<file path="config.mk">
export PLATFORM = sky130hd
export DESIGN_NAME = fbs_config
export DESIGN_NICKNAME = d
export VERILOG_FILES = /design/src/fbs_config.v
export VERILOG_INCLUDE_DIRS = /design/src
export SDC_FILE = /design/constraint.sdc
export NUM_CORES = 1
export LEC_CHECK = 0
export BUFFER_PORTS_ARGS = -buffer_cell sky130_fd_sc_hd__buf_2
export CORE_UTILIZATION = 39
export DETAILED_ROUTE_END_ITERATION = 12
export MAX_ROUTING_LAYER = met4
export PLACE_DENSITY = 0.62
export SLEW_MARGIN = 20
export SYNTH_ARGS = -nofsm -noshare
export SYNTH_HDL_FRONTEND = slang
export SYNTH_SLANG_ARGS = --single-unit
export TNS_END_PERCENT = 5
</file>
<file path="constraint.sdc">
create_clock -name clk -period 8.9 [get_ports clk]
set_clock_uncertainty 0.1 [all_clocks]
set_input_delay 2.225 -clock clk [delete_from_list [all_inputs] [get_ports clk]]
set_output_delay 2.225 -clock clk [all_outputs]
set_load 0.1 [all_outputs]
</file>
<file path="src/fbs_defs.vh">
// Purpose: constants for the fan boost, smoothing and table 1/2 config bank
// Assumes: 8-bit register port, byte addresses as printed
// Notes: timing counts are in 100 MHz clock cycles
`ifndef FBS_DEFS_VH
`define FBS_DEFS_VH
`define FBS_ADDR_BOOST_12 8'hC0
`define FBS_ADDR_BOOST_34 8'hC1
`define FBS_ADDR_SMOOTH 8'hC2
`define FBS_ADDR_TABLE_12 8'hC3
`define FBS_RST_BOOST_12 8'h44
`define FBS_RST_BOOST_34 8'h44
`define FBS_RST_SMOOTH 8'h00
`define FBS_RST_TABLE_12 8'h00
`define FBS_LO_NIB 3:0
`define FBS_HI_NIB 7:4
`define FBS_SPAN_ONE 2:0
`define FBS_USE_ONE 3
`define FBS_SPAN_TWO 6:4
`define FBS_USE_TWO 7
`define FBS_DUTY_MAX_CODE 4'hC
`define FBS_FULL_DUTY 4'hF
`define FBS_TICK_NS 100000
`define FBS_CLK_NS 10
`define FBS_TICK_CYC (`FBS_TICK_NS / `FBS_CLK_NS)
`endif

</file>
<file path="src/fbs_config.v">
// Purpose: fan boost bands, spike smoothing and table 1/2 floor/hysteresis bank
// Assumes: temperatures are signed half-degree codes, 9 bits, synchronous inputs
// Notes: filter is a first-order shift-based average ticked every 100 us
// Notes: boost trip levels and below-base flags come from the fan control core
// Notes: half-degree select scales zone 1/2 boost bands and the table step band
`include "fbs_defs.vh"
`timescale 1ns/1ps
`default_nettype none
module fbs_config #(
    parameter TW = 9,
    parameter FW = 13,
    parameter TICK_CYC = `FBS_TICK_CYC
) (
    input wire clk,
    input wire arst_n,
    input wire [7:0] reg_addr,
    input wire [7:0] reg_wdata,
    input wire reg_wr,
    input wire reg_rd,
    output reg [7:0] reg_rdata,
    output reg reg_ack,
    input wire table_pair_a_half_degree,
    input wire [TW-1:0] zone1_temp,
    input wire [TW-1:0] zone2_temp,
    input wire [TW-1:0] zone3_temp,
    input wire [TW-1:0] zone4_temp,
    input wire [4*TW-1:0] boost_trip,
    input wire [1:0] zone_below_base,
    output reg [TW-1:0] zone1_raw_out,
    output reg [TW-1:0] zone2_raw_out,
    output reg [FW-1:0] zone1_filtered,
    output reg [FW-1:0] zone2_filtered,
    output reg [TW-1:0] zone1_control_temp,
    output reg [TW-1:0] zone2_control_temp,
    output reg [3:0] boost_active,
    output reg [3:0] boost_duty_code,
    output reg [TW-1:0] table_pair_a_step_band,
    output reg [1:0] floor_request,
    output reg [3:0] table_pair_a_floor_duty
);
    reg rst_s1_reg;
    reg rst_s2_reg;
    wire rst_n = rst_s2_reg;
    reg [7:0] boost12_reg;
    reg [7:0] boost34_reg;
    reg [7:0] smooth_reg;
    reg [7:0] table12_reg;
    reg [19:0] tick_cnt_reg;
    reg tick_reg;
    wire [4*TW-1:0] temps = {zone4_temp, zone3_temp, zone2_temp, zone1_temp};
    wire [15:0] bands = {boost34_reg, boost12_reg};
    wire wr_boost12 = reg_wr & (reg_addr == `FBS_ADDR_BOOST_12);
    wire wr_boost34 = reg_wr & (reg_addr == `FBS_ADDR_BOOST_34);
    wire wr_smooth = reg_wr & (reg_addr == `FBS_ADDR_SMOOTH);
    wire wr_table12 = reg_wr & (reg_addr == `FBS_ADDR_TABLE_12);
    reg [7:0] rdata_next;
    wire [3:0] boost_set;
    wire [3:0] boost_clr;
    localparam AW = TW + 17;
    wire [2*AW-1:0] acc_flat;

    // release is synchronised so every flop leaves reset on the same edge
    always @(posedge clk or negedge arst_n)
    begin
        if (!arst_n)
        begin
            rst_s1_reg <= 1'b0;
            rst_s2_reg <= 1'b0;
        end
        else
        begin
            rst_s1_reg <= 1'b1;
            rst_s2_reg <= rst_s1_reg;
        end
    end

    // one flop set per register; unmapped writes decode to nothing
    always @(posedge clk or negedge rst_n)
    begin
        if (!rst_n)
            boost12_reg <= `FBS_RST_BOOST_12;
        else if (wr_boost12)
            boost12_reg <= reg_wdata;
    end

    always @(posedge clk or negedge rst_n)
    begin
        if (!rst_n)
            boost34_reg <= `FBS_RST_BOOST_34;
        else if (wr_boost34)
            boost34_reg <= reg_wdata;
    end

    always @(posedge clk or negedge rst_n)
    begin
        if (!rst_n)
            smooth_reg <= `FBS_RST_SMOOTH;
        else if (wr_smooth)
            smooth_reg <= reg_wdata;
    end

    always @(posedge clk or negedge rst_n)
    begin
        if (!rst_n)
            table12_reg <= `FBS_RST_TABLE_12;
        else if (wr_table12)
            table12_reg <= reg_wdata;
    end

    // unmapped reads answer zero rather than leaving stale data
    always @*
    begin
        rdata_next = 8'h00;
        case (reg_addr)
            `FBS_ADDR_BOOST_12: rdata_next = boost12_reg;
            `FBS_ADDR_BOOST_34: rdata_next = boost34_reg;
            `FBS_ADDR_SMOOTH: rdata_next = smooth_reg;
            `FBS_ADDR_TABLE_12: rdata_next = table12_reg;
            default: rdata_next = 8'h00;
        endcase
    end

    always @(posedge clk or negedge rst_n)
    begin
        if (!rst_n)
            reg_ack <= 1'b0;
        else
            reg_ack <= reg_wr | reg_rd;
    end

    // a read in the same cycle as a write returns the old value
    always @(posedge clk or negedge rst_n)
    begin
        if (!rst_n)
            reg_rdata <= 8'h00;
        else if (reg_rd)
            reg_rdata <= rdata_next;
    end

    always @(posedge clk or negedge rst_n)
    begin
        if (!rst_n)
        begin
            tick_cnt_reg <= 20'h00000;
            tick_reg <= 1'b0;
        end
        else if (tick_cnt_reg == TICK_CYC - 1)
        begin
            tick_cnt_reg <= 20'h00000;
            tick_reg <= 1'b1;
        end
        else
        begin
            tick_cnt_reg <= tick_cnt_reg + 20'h00001;
            tick_reg <= 1'b0;
        end
    end

    // time-constant shift per span code; tick 100 us, tau about 2^k ticks
    // 13.1 s ~ 2^17, 0.4 s ~ 2^12 ticks; codes in between step roughly to fit
    function [4:0] span_shift;
        input [2:0] code;
        begin
            case (code)
                3'h0: span_shift = 5'h11;
                3'h1: span_shift = 5'h10;
                3'h2: span_shift = 5'h0F;
                3'h3: span_shift = 5'h0F;
                3'h4: span_shift = 5'h0E;
                3'h5: span_shift = 5'h0D;
                3'h6: span_shift = 5'h0C;
                3'h7: span_shift = 5'h0C;
                default: span_shift = 5'h11;
            endcase
        end
    endfunction

    // smoothing accumulators for zones 1/2 only; fraction bits give finer readout
    genvar g;
    generate
        for (g = 0; g < 2; g = g + 1)
        begin : smooth_ch
            wire [2:0] code = g ? smooth_reg[`FBS_SPAN_TWO] : smooth_reg[`FBS_SPAN_ONE];
            wire signed [AW-1:0] sample = {temps[g*TW +: TW], 17'h00000};
            reg signed [AW-1:0] acc_reg;
            wire signed [AW-1:0] diff = sample - acc_reg;
            wire signed [AW-1:0] step = diff >>> span_shift(code);
            assign acc_flat[g*AW +: AW] = acc_reg;
            // filter runs continuously regardless of the use bit
            always @(posedge clk or negedge rst_n)
            begin
                if (!rst_n)
                    acc_reg <= {AW{1'b0}};
                else if (tick_reg)
                    acc_reg <= acc_reg + step;
            end
        end
    endgenerate

    // boost hold per zone: set on trip, held until band below trip
    generate
        for (g = 0; g < 4; g = g + 1)
        begin : boost_ch
            wire signed [TW:0] t = {temps[g*TW+TW-1], temps[g*TW +: TW]};
            wire signed [TW:0] trip = {boost_trip[g*TW+TW-1], boost_trip[g*TW +: TW]};
            wire [3:0] band = bands[g*4 +: 4];
            // band counted in half-degree code units; half-degree mode only on zones 1/2
            wire half = table_pair_a_half_degree & (g < 2);
            wire signed [TW:0] band_u = half ? {{(TW-3){1'b0}}, band} :
                {{(TW-4){1'b0}}, band, 1'b0};
            wire signed [TW:0] release_lvl = trip - band_u;
            assign boost_set[g] = t > trip;
            assign boost_clr[g] = t <= release_lvl;
        end
    endgenerate

    // a trip wins over a release in the same cycle, so the hold never drops early
    always @(posedge clk or negedge rst_n)
    begin
        if (!rst_n)
            boost_active <= 4'h0;
        else
            boost_active <= (boost_active & ~boost_clr) | boost_set;
    end

    wire [TW-1:0] zone1_control_next = smooth_reg[`FBS_USE_ONE] ?
        acc_flat[AW-1 -: TW] : zone1_temp;
    wire [TW-1:0] zone2_control_next = smooth_reg[`FBS_USE_TWO] ?
        acc_flat[2*AW-1 -: TW] : zone2_temp;
    // zero band is legal but lets control chatter between steps
    wire [TW-1:0] step_band_next = table_pair_a_half_degree ?
        {{(TW-4){1'b0}}, table12_reg[`FBS_LO_NIB]} :
        {{(TW-5){1'b0}}, table12_reg[`FBS_LO_NIB], 1'b0};
    wire [3:0] floor_code = table12_reg[`FBS_HI_NIB];
    // unmapped codes clamp so the fan never sees an undefined duty
    wire [3:0] floor_duty_next = (floor_code > `FBS_DUTY_MAX_CODE) ?
        `FBS_DUTY_MAX_CODE : floor_code;

    // readouts: raw stays raw whatever the use bits say
    always @(posedge clk or negedge rst_n)
    begin
        if (!rst_n)
        begin
            zone1_raw_out <= {TW{1'b0}};
            zone2_raw_out <= {TW{1'b0}};
            zone1_filtered <= {FW{1'b0}};
            zone2_filtered <= {FW{1'b0}};
        end
        else
        begin
            zone1_raw_out <= zone1_temp;
            zone2_raw_out <= zone2_temp;
            zone1_filtered <= acc_flat[AW-1 -: FW];
            zone2_filtered <= acc_flat[2*AW-1 -: FW];
        end
    end

    always @(posedge clk or negedge rst_n)
    begin
        if (!rst_n)
        begin
            zone1_control_temp <= {TW{1'b0}};
            zone2_control_temp <= {TW{1'b0}};
        end
        else
        begin
            zone1_control_temp <= zone1_control_next;
            zone2_control_temp <= zone2_control_next;
        end
    end

    always @(posedge clk or negedge rst_n)
    begin
        if (!rst_n)
            boost_duty_code <= 4'h0;
        else
            boost_duty_code <= (|boost_active) ? `FBS_FULL_DUTY : 4'h0;
    end

    always @(posedge clk or negedge rst_n)
    begin
        if (!rst_n)
        begin
            table_pair_a_step_band <= {TW{1'b0}};
            floor_request <= 2'b00;
            table_pair_a_floor_duty <= 4'h0;
        end
        else
        begin
            table_pair_a_step_band <= step_band_next;
            floor_request <= zone_below_base;
            table_pair_a_floor_duty <= floor_duty_next;
        end
    end
endmodule // fbs_config
`default_nettype wire

</file>
==> metrics.cfg, run 1 <==
[sta]
layout_worst_path_cycle_share_pct=81.08
setup_viol=0
finalMaxSlewViolations=0
timing.slew.headroom_pct=38.58
min_period_ns=7.216
setup_tns_ns=0
hold_viol=0
worst-slew-pin-transition_ns=0.9213
grt_setup_unrepaired=no
fmax_ghz=0.1386

[cts]
htree_levels=4
cts_made_buffers=17
cts_sinks=194
hold_buffers=0
clk_pin_slew_ns=0.08
cts.repair.resized=0
postCtsSetupBuffers=0
root_buffer=clkbuf_16
clockBufferDepth=2
clock_latency_ns=0.47
cts_tree=yes

[place]
hpwl_um=28390
gp_congestion=0.8969
portBuffers=184
place_area_mm2=0.01615
placedCellCount=2204

[critical_path]
path_class=in -> reg
critPathCaptureType=flop
crit_required_ns=9.14
cp_max_fo=13
setup.worst_path.start_class=primary input
critPathArrivalTime_ns=7.45

[cells_and_area]
final_common_cell=dfrtp_1
layoutNonFillerInstCount=2236
area.growth.synth_to_final_pct=13.73
mostFrequentLayoutCells=dfrtp_1, buf_2, ha_1, nor2_1
largest_reg_flops=52
nets=1981
design_area_mm2=0.01678
n_antenna_cell=0
drive_gt1_share_pct=19.75

[grt]
grt.met1_usage_pct=26.40
grtUsageTotal_pct=19.85
busiest_layer=met2
antenna_found_initial=0
grt_pass1_wl_um=60340
grt_max_degree=74
overflow=0
grt_pass1_vias=11890
grt_use_met2_pct=31.22
grt_util_met3_pct=3.183

[logic_synthesis]
ys_seq_area_share_pct=32.93
synth_edf_count=0
synth_compound_area_share_pct=19.00
synth_xor_area_share_pct=7.113
synth_area_mm2=0.01476
synth_fa_ha_area_share_pct=14.46
postSynthAreaPerCell_um2=9.454
synth_top_family_by_area=compound AO/OA/AOI/OAI gates
synthFlopType=dfrtp_1
muxShareOfSynthArea_pct=8.775
async_reset_ff_share_pct=100.0
synth_cell_types=81
yosysWarnings=0
ys_ff_latch=194
syn_inst=1561
synth-simple-area-share_pct=13.54

[min_path]
holdCritPathClass=reg -> reg

[floorplanning]
die_y_um=196.5
dieArea_mm2=0.03862
io_pins=189
die_w_um=196.5
core-area_mm2=0.03696
fp-row-count=70
start_util_pct=39.93

[pwr]
p_leak_nw=7.666
p_per_area_mw_per_mm2=148.6
vdd_drop_max_mv=0.1357

[routing]
dr.first_iter.drc_count=782
ant_nets=0
routedWlPerCell_um=16.46
first_pass_iters=6
vias_per_cell=5.515
drt-total-wl_um=36810
drc=0
vias=12330

[run]
cap_violations=0

[status]
status=finished, final reports clean

## path summary, 6_finish.rpt
kind                                                      start                                    to  slack (ns)  depth (start not counted)
max in group asynchronous                       rst_n$_DFF_PN0_            boost12_reg[1]$_DFFE_PN0P_        6.92                          1
max reg2reg                smooth_ch[0].acc_reg[17]$_DFFE_PN0P_  smooth_ch[0].acc_reg[25]$_DFFE_PN0P_        3.00                         18
max                                               zone1_temp[0]  smooth_ch[0].acc_reg[25]$_DFFE_PN0P_        1.68                         18
min                                        rst_s1_reg$_DFF_PN0_                       rst_n$_DFF_PN0_        0.26                          0
min in group asynchronous                       rst_n$_DFF_PN0_                    tick_reg$_DFF_PN0_        0.31                          0
min reg2reg                                rst_s1_reg$_DFF_PN0_                       rst_n$_DFF_PN0_        0.26                          0
## routing by layer
layer  up-vias  wire length, µm
met5         -                0
met2       330            17080
met4         0              534
met1      5964            17470
li1       5999                -
met3        38             1725
## stage by stage
step	hold slack, ns	setup WS (ns)	utilization [%]	power (mW)
final	0.2581	1.684	45.41	2.495
after global placement	0.2399	1.488	43.70	1.691
after floorplan	0.2312	2.568	-	1.533
after detailed placement	0.2418	1.265	43.70	1.703
after global routing	0.2735	1.436	45.41	2.636
after CTS	0.2617	1.771	45.41	2.521
## synth_stat cells (27+ instances only)
cell	number	share of area, %
a21o_1	40	2.0
a21oi_1	97	3.3
clkbuf_1	44	1.1
dfrtp_1	190	32
ha_1	161	14
inv_1	91	2.3
mux2_2	75	5.7
mux2i_1	36	2.4
nand2_1	97	2.5
nand3_1	34	1.2
nor2_1	99	2.5
nor3_1	27	0.92
o211ai_1	29	1.5
o21a_1	36	1.8
o21ai_0	77	2.6
xnor2_1	85	5.0
xor2_1	33	2.0
## worst max-delay path: stages
cell and delay (ns):
buf_2 0.12, ha_1 0.38, or3b_4 0.42, nor2_2 0.14
a311oi_1 0.14, nor2_1 0.72, xnor2_1 0.28, o21ai_0 0.14
mux4_2 0.49, ha_1 0.38, nand2_1 0.07, o21ai_0 0.31
nor3_1 0.11, a2111oi_0 0.71, o211ai_1 0.23, a211oi_1 0.32
a211oi_2 0.08, xnor2_1 0.18
## report_power, final
part	switching, mW	leakage [nW]	internal (mW)
logic	0.480	5.06	0.266
clock network	0.419	0.294	0.386
registers	0.0334	2.31	0.910
total	0.932	7.67	1.56
## layout make-up
type	instances	area (µm²)
Fill cell	3637	20180
Multi-Input combinational cell	1218	9300
Sequential cell	194	4865
Timing Repair Buffer	196	1011
Tap cell	504	630.6
Clock buffer	17	425.4
Inverter	92	345.3
Clock inverter	15	206.4
## cell families (layout without fill, tap and decap cells)
family                     after synthesis  count (layout)
AOI/OAI and AO/OA                      417             417
other                                    2               5
xor gates and xnor gates               119             119
DFF                                    194             194
and+or+nand+nor                        395             395
buffers and inverters                  152             320
adders and majority gates              167             167
muxes                                  115             115
Note: power is estimated with default switching activity, not from simulation.
==> run 2: changes to the inputs <==
--- a/config.mk
+++ b/config.mk
@@ -6,11 +6,12 @@
 export SDC_FILE = /design/constraint.sdc
 export NUM_CORES = 1
 export LEC_CHECK = 0
+export ABC_AREA = 1
 export BUFFER_PORTS_ARGS = -buffer_cell sky130_fd_sc_hd__buf_2
 export CORE_UTILIZATION = 39
 export DETAILED_ROUTE_END_ITERATION = 12
 export MAX_ROUTING_LAYER = met4
-export PLACE_DENSITY = 0.62
+export PLACE_DENSITY = 0.61
 export SLEW_MARGIN = 20
 export SYNTH_ARGS = -nofsm -noshare
 export SYNTH_HDL_FRONTEND = slang
==> constraint.sdc (replaced) <==
create_clock -name clk -period 7.4 [get_ports clk]
set_clock_uncertainty 0.1 [all_clocks]
set_input_delay 1.85 -clock clk [delete_from_list [all_inputs] [get_ports clk]]
set_output_delay 1.85 -clock clk [all_outputs]
set_load 0.1 [all_outputs]
==> run 2 against run 1 <==
Largest power group unchanged. Sequential power up 22%. Non-clock buffer count down 10. Worst hold slack worse by 0.079 ns. Highest routed layer unchanged. Count of clock-buffer cells in the layout up 3. Die area up 6.6%. Via count up 23%. Global-route usage up 4.3 points. Sequential cell count unchanged. Register-to-register slack better by 0.27 ns. Worst setup slack better by 0.66 ns.
==> metrics.cfg, run 2 <==
[critical_path]
cp_max_fo=12
crit_required_ns=7.63
critPathCaptureType=flop
critPathArrivalTime_ns=5.28
path_class=in -> reg
setup.worst_path.start_class=primary input

[sta]
finalMaxSlewViolations=0
grt_setup_unrepaired=no
timing.slew.headroom_pct=38.45
hold_viol=0
setup_viol=0
fmax_ghz=0.1979
fin_ws_ns=2.348
worst-slew-pin-transition_ns=0.9232
layout_worst_path_cycle_share_pct=68.27
setup_tns_ns=0
min_period_ns=5.052

[min_path]
holdCritPathClass=reg -> async

[cells_and_area]
final_common_cell=nand2_1
mostFrequentLayoutCells=nand2_1, inv_1, nor2_1, nand3_1, dfrtp_1
area.growth.synth_to_final_pct=12.74
design_area_mm2=0.01774
largest_reg_flops=52
nets=2703
drive_gt1_share_pct=11.41

[logic_synthesis]
ys_seq_area_share_pct=30.88
synth_area_mm2=0.01574
yosys-top-cells-count=nand2_1, inv_1, nor2_1
postSynthAreaPerCell_um2=6.930
yosysWarnings=0
ys_ff_latch=194
yosysTopAreaCell=dfrtp_1
synth_cell_types=53
syn_inst=2271
async_reset_ff_share_pct=100.0
synthFlopType=dfrtp_1
yosysMostFrequentCell=nand2_1
synth.area.top_cells=dfrtp_1, nand2_1, ha_1
synth_edf_count=0
synth_top_area_share_pct=30.21

[floorplanning]
die_w_um=202.9
start_util_pct=39.61
fp-row-count=73
io_pins=189
dieArea_mm2=0.04116
die_y_um=202.9
core-area_mm2=0.03973

[cts]
clk_pin_slew_ns=0.08
clockBufferDepth=2
cts_tree=yes
clock_latency_ns=0.47
cts_made_buffers=17
cts.repair.resized=0
htree_levels=4
root_buffer=clkbuf_16
cts_sinks=194
hold_buffers=0
postCtsSetupBuffers=0

[grt]
grt_pass1_wl_um=76440
grtUsageTotal_pct=24.14
overflow=0
grt_max_degree=163
antenna_found_initial=1
grt_pass1_vias=14510

[pwr]
vdd_drop_max_mv=0.1709
p_leak_nw=9.297
p_per_area_mw_per_mm2=177.4

[routing]
dr.first_iter.drc_count=876
vias_per_cell=5.073
first_pass_iters=5
drc=0
vias=15120
ant_nets=0
drt-total-wl_um=46800
routedWlPerCell_um=15.70

[place]
gp_congestion=0.9596
dp_slack_ns=1.921
hpwl_um=37900
portBuffers=184
place_area_mm2=0.01716

[run]
cap_violations=0

[status]
status=finished, final reports clean

-- run 2: cell count changes after synthesis, sizes merged, moves of 22 or more --
cell and delta:
o211ai -23, o21a -32, a21oi +23, xnor2 -64, clkbuf -25, mux2i -36
inv +213, a21o -39, mux2 -75, nand2 +551, nor2 +117, o21ai +85
a211oi -22, nand3 +173
-- run 2: layout make-up --
class                           count  area [µm²]
Sequential cell                   194        4863
Tap cell                          525       656.9
Fill cell                        4145       21990
Multi-Input combinational cell   1738        9548
Timing Repair Buffer              186       948.4
Clock inverter                     12       122.6
Clock buffer                       20       456.7
Antenna cell                        1       2.502
Inverter                          304        1146
-- run 2: stage by stage --
stage | hold WS, ns | utilization [%] | instances | total power, mW
CTS | 0.2064 | 44.65 | 2979 | 3.184
floorplan | 0.2312 | - | 2274 | 1.956
global placement | 0.1929 | 43.20 | 2947 | 2.206
global route | 0.2295 | 44.65 | 2979 | 3.357
detailed placement | 0.1979 | 43.20 | 2947 | 2.216
finish | 0.1790 | 44.66 | 2980 | 3.149
-- run 2: worst max-delay path, stage by stage --
cell and delay [ns]:
buf_2 0.14, ha_1 0.37, nand2_1 0.12, inv_2 0.05, nand2_1 0.06, nand2_1 0.08
a21oi_1 0.26, nand3_1 0.42, nand2_2 0.25, nand2_1 0.08, nand2_1 0.11, nor2_1 0.04
nor2_1 0.11, ha_1 0.21, nand2_1 0.12, inv_1 0.09, nand2_1 0.09, nor3_1 0.30
nand4_1 0.20, nand3_1 0.13, nand2_1 0.05, nand3_1 0.06, o21ai_0 0.09
-- run 2: worst paths after layout --
kind	startpoint	endpoint	slack, ns	depth (start not counted)
hold / removal	rst_n$_DFF_PN0_	zone2_control_temp[1]$_DFF_PN0_	0.18	0
setup / recovery	zone2_temp[2]	smooth_ch[1].acc_reg[18]$_DFFE_PN0P_	2.35	23
min in group clk	rst_s1_reg$_DFF_PN0_	rst_n$_DFF_PN0_	0.25	0
hold reg to reg	rst_n$_DFF_PN0_	zone2_control_temp[1]$_DFF_PN0_	0.18	0
max in group asynchronous	rst_n$_DFF_PN0_	smooth_ch[1].acc_reg[19]$_DFFE_PN0P_	5.76	1
setup reg to reg	smooth_ch[1].acc_reg[19]$_DFFE_PN0P_	smooth_ch[1].acc_reg[18]$_DFFE_PN0P_	3.27	23
-- run 2: power breakdown --
part           internal, mW  switching (mW)
clock                 0.491           0.458
sequential             1.10          0.0493
combinational         0.313           0.733
total                  1.91            1.24
-- run 2: routing by layer --
layer | GRT usage (%) | routed length (µm)
met1 | 32.36 | 22630
met2 | 37.89 | 21180
met3 | 3.323 | 2000
met4 | 6.928 | 991
met5 | - | 0
-- run 2: logic make-up (layout without fill, tap and decap cells) --
kind of cell,Yosys count,in the layout,share of synthesized area (%)
and+or+nand+nor,1174,1174,32.27
buffers and inverters,342,522,8.530
AOI/OAI and AO/OA,331,331,11.32
DFF,194,194,30.88
adders and majority gates,167,167,13.56
xor gates and xnor gates,61,61,3.395
other,2,6,0.04772
==> run 3: changes to the inputs <==
--- a/config.mk
+++ b/config.mk
@@ -6,12 +6,12 @@
 export SDC_FILE = /design/constraint.sdc
 export NUM_CORES = 1
 export LEC_CHECK = 0
-export ABC_AREA = 1
+export ABC_AREA = 0
 export BUFFER_PORTS_ARGS = -buffer_cell sky130_fd_sc_hd__buf_2
 export CORE_UTILIZATION = 39
 export DETAILED_ROUTE_END_ITERATION = 12
 export MAX_ROUTING_LAYER = met4
-export PLACE_DENSITY = 0.61
+export PLACE_DENSITY = 0.62
 export SLEW_MARGIN = 20
 export SYNTH_ARGS = -nofsm -noshare
 export SYNTH_HDL_FRONTEND = slang
==> constraint.sdc (replaced) <==
create_clock -name clk -period 4.8 [get_ports clk]
set_clock_uncertainty 0.1 [all_clocks]
set_input_delay 1.2 -clock clk [delete_from_list [all_inputs] [get_ports clk]]
set_output_delay 1.2 -clock clk [all_outputs]
set_load 0.1 [all_outputs]
==> run 3 against run 2 <==
The run now ends with setup timing left. Routed wire length decreased by 13%. Design area increased by 8.6%. Global-route usage decreased by 2.6 points. Final cell count decreased by 16%. Largest cell class unchanged. Die area decreased by 6.2%. Via count decreased by 11%. Worst setup slack got worse by 2.6 ns. Sequential power increased by 50%. Core utilization increased by 7.5 points. Register-to-register slack got worse by 3.3 ns. Worst hold slack got worse by 0.082 ns. First-iteration DRC count decreased by 17%.
==> metrics.cfg, run 3 (synthesized netlist as in run 1, its figures left out) <==
[routing]
drt-total-wl_um=40650
met1Wirelength_um=18950
vias_per_cell=5.380
drc=0
dr_wl_met3_um=1585
wl_met2_um=19520
dr.first_iter.drc_count=729
routedWlPerCell_um=16.32
ant_nets=0
route.top_layer_used=met4
vias=13400
first_pass_iters=8

[cts]
cts_tree=yes
clk_pin_slew_ns=0.08
htree_levels=4
cts_sinks=194
root_buffer=clkbuf_16
cts_made_buffers=17
clock_latency_ns=0.46
clockBufferDepth=2

[pwr]
swShare_pct=35.39
p_seq_share_pct=34.3
p_sw_mw=1.784
pwr-share-comb_pct=34.3
p_per_area_mw_per_mm2=261.6
vdd_drop_max_mv=0.2137
p_int_mw=3.257
power_frac_clock_pct=31.4
p_leak_nw=9.035

[floorplanning]
core-area_mm2=0.03696
start_util_pct=39.93
fp-row-count=70
dieArea_mm2=0.03862
die_w_um=196.5
io_pins=189
die_y_um=196.5

[critical_path]
critPathArrivalTime_ns=5.27
path_class=in -> reg
setup.worst_path.start_class=primary input
slowest_stage=o32a_1
rrSetupSlack_ns=-0.01
critPathCaptureType=flop
crit_required_ns=5.03
timing.rr.start=smooth_ch[1].acc_reg[8]$_DFFE_PN0P_
crit_chain=buf_4, ha_4, and3b_2, and2_4, a21boi_2, xnor2_1, mux2i_2, buf_4, buf_4, o22ai_1, mux2i_1, o21ai_0, ha_1, o211ai_1, a211oi_2, a211oi_2, o32a_1, o31ai_4, buf_6, nor2_4, xnor2_1, mux2_4
cp_max_fo=4
path_common_cell=buf_4
reg2reg_depth=20
critPathBufInv=4
critPathTopFamily=compound AO/OA/AOI/OAI gates
r2r_end=smooth_ch[1].acc_reg[21]$_DFFE_PN0P_
cp_slowest_stage_delay_ns=0.41

[grt]
grt_pass1_wl_um=65720
grt_pass1_vias=13210
antenna_found_initial=2
grtUsageTotal_pct=21.55
grt_max_degree=83
overflow=0

[cells_and_area]
layoutNonFillerInstCount=2491
drive_gt1_share_pct=34.01
design_area_mm2=0.01927
mostFrequentLayoutCells=buf_4, dfrtp_1, buf_2, ha_1, nor2_1
final_core_util_pct=52.13
area.growth.synth_to_final_pct=30.56
nets=2234
largest_reg_flops=52
final_common_cell=buf_4

[place]
placedCellCount=2446
dp_slack_ns=-1.157
hpwl_um=31210
gp_congestion=0.9009
place_area_mm2=0.01798
portBuffers=184

[sta]
setup_viol=16
worst-slew-pin-transition_ns=0.8289
layout_worst_path_cycle_share_pct=104.9
fmax_ghz=0.1987
fin_ws_ns=-0.2331
min_period_ns=5.033
timing.slew.headroom_pct=44.28
hold_ws_ns=0.09706
finalMaxSlewViolations=0
grt_setup_unrepaired=yes
hold_viol=0

[min_path]
holdCritPathClass=reg -> async

[status]
status=complete, but fails checks
violations=setup timing

[run]
cap_violations=0

-- run 3: changes by cell type in the layout (fill, tap and decap cells not counted), sizes merged, moves of 32 or more --
| cell | previous run | this run |
|---|---|---|
| o21ai | 164 | 79 |
| o21a | 4 | 36 |
| nor2 | 217 | 100 |
| nand3 | 207 | 34 |
| inv | 310 | 97 |
| nand2 | 648 | 97 |
| xnor2 | 22 | 86 |
| mux2 | 0 | 75 |
| a21o | 1 | 40 |
| buf | 186 | 449 |
| mux2i | 0 | 36 |
-- run 3: power by group through the flow --
stage	Sequential [mW]	Clock (mW)	Combinational, mW
2_1_floorplan	2.02	0	0.820
3_5_place_dp	1.76	0	1.61
5_1_grt	1.74	1.68	1.88
3_3_place_gp	1.76	0	1.58
6_report	1.73	1.58	1.73
4_1_cts	1.73	1.62	1.67
-- run 3: final cells by class --
class | count | area, µm²
well taps | 504 | 630.6
clock inverters | 15 | 219.0
diodes | 2 | 5.005
fillers | 3407 | 17690
inverters | 92 | 345.3
flip-flops and latches | 194 | 4865
clock buffers | 17 | 425.4
repair buffers | 449 | 2939
multi-input cells | 1218 | 9838
-- run 3: per-layer routing --
layer / track usage, % / up-vias
met4: 5.411 / 0
met2: 35.36 / 324
met3: 2.806 / 53
met1: 28.09 / 6503
met5: - / -
li1: - / 6522
-- run 3: through the flow --
stage                     power (mW)  TNS [ns]
after floorplan                2.842    -8.450
after detailed placement       3.368    -25.99
after CTS                      5.021    -1.113
after global routing           5.296    -5.656
final                          5.041    -1.419
after global placement         3.342    -22.93
-- run 3: worst max path at each step --
stage / from / to / slack, ns / cells past startpoint
after floorplan: zone1_temp[0] / smooth_ch[0].acc_reg[25]$_DFFE_PN0P_ / -0.51 / 17
after global placement: zone2_temp[1] / smooth_ch[1].acc_reg[21]$_DFFE_PN0P_ / -0.99 / 20
after detailed placement: zone2_temp[1] / smooth_ch[1].acc_reg[21]$_DFFE_PN0P_ / -1.16 / 20
after CTS: zone2_temp[1] / smooth_ch[1].acc_reg[21]$_DFFE_PN0P_ / -0.17 / 20
after global routing: zone2_temp[0] / smooth_ch[1].acc_reg[21]$_DFFE_PN0P_ / -0.36 / 22
final: zone2_temp[0] / smooth_ch[1].acc_reg[21]$_DFFE_PN0P_ / -0.23 / 22
-- run 3: what timing repair did --
item | in CTS | in global routing
setup buffers | 5 | 7
hold endpoints to repair | 0 | 0
endpoints found under the setup margin | 31 | 33
gates resized for setup | 69 | 56
pin swaps | 40 | 45
hold buffers | 0 | 0
gates cloned | 0 | 0
-- run 3: worst register-to-register path, cell delays in order (launching register included) --
cell      delay, ns
dfrtp_1        0.41
nor4_4         0.40
and4_1         0.38
a41oi_1        0.17
xnor2_1        0.18
mux2i_2        0.26
buf_4          0.16
buf_4          0.10
o22ai_1        0.08
mux2i_1        0.13
o21ai_0        0.11
ha_1           0.32
o211ai_1       0.13
a211oi_2       0.32
a211oi_2       0.14
o32a_1         0.41
o31ai_4        0.32
buf_6          0.16
nor2_4         0.03
xnor2_1        0.14
mux2_4         0.26
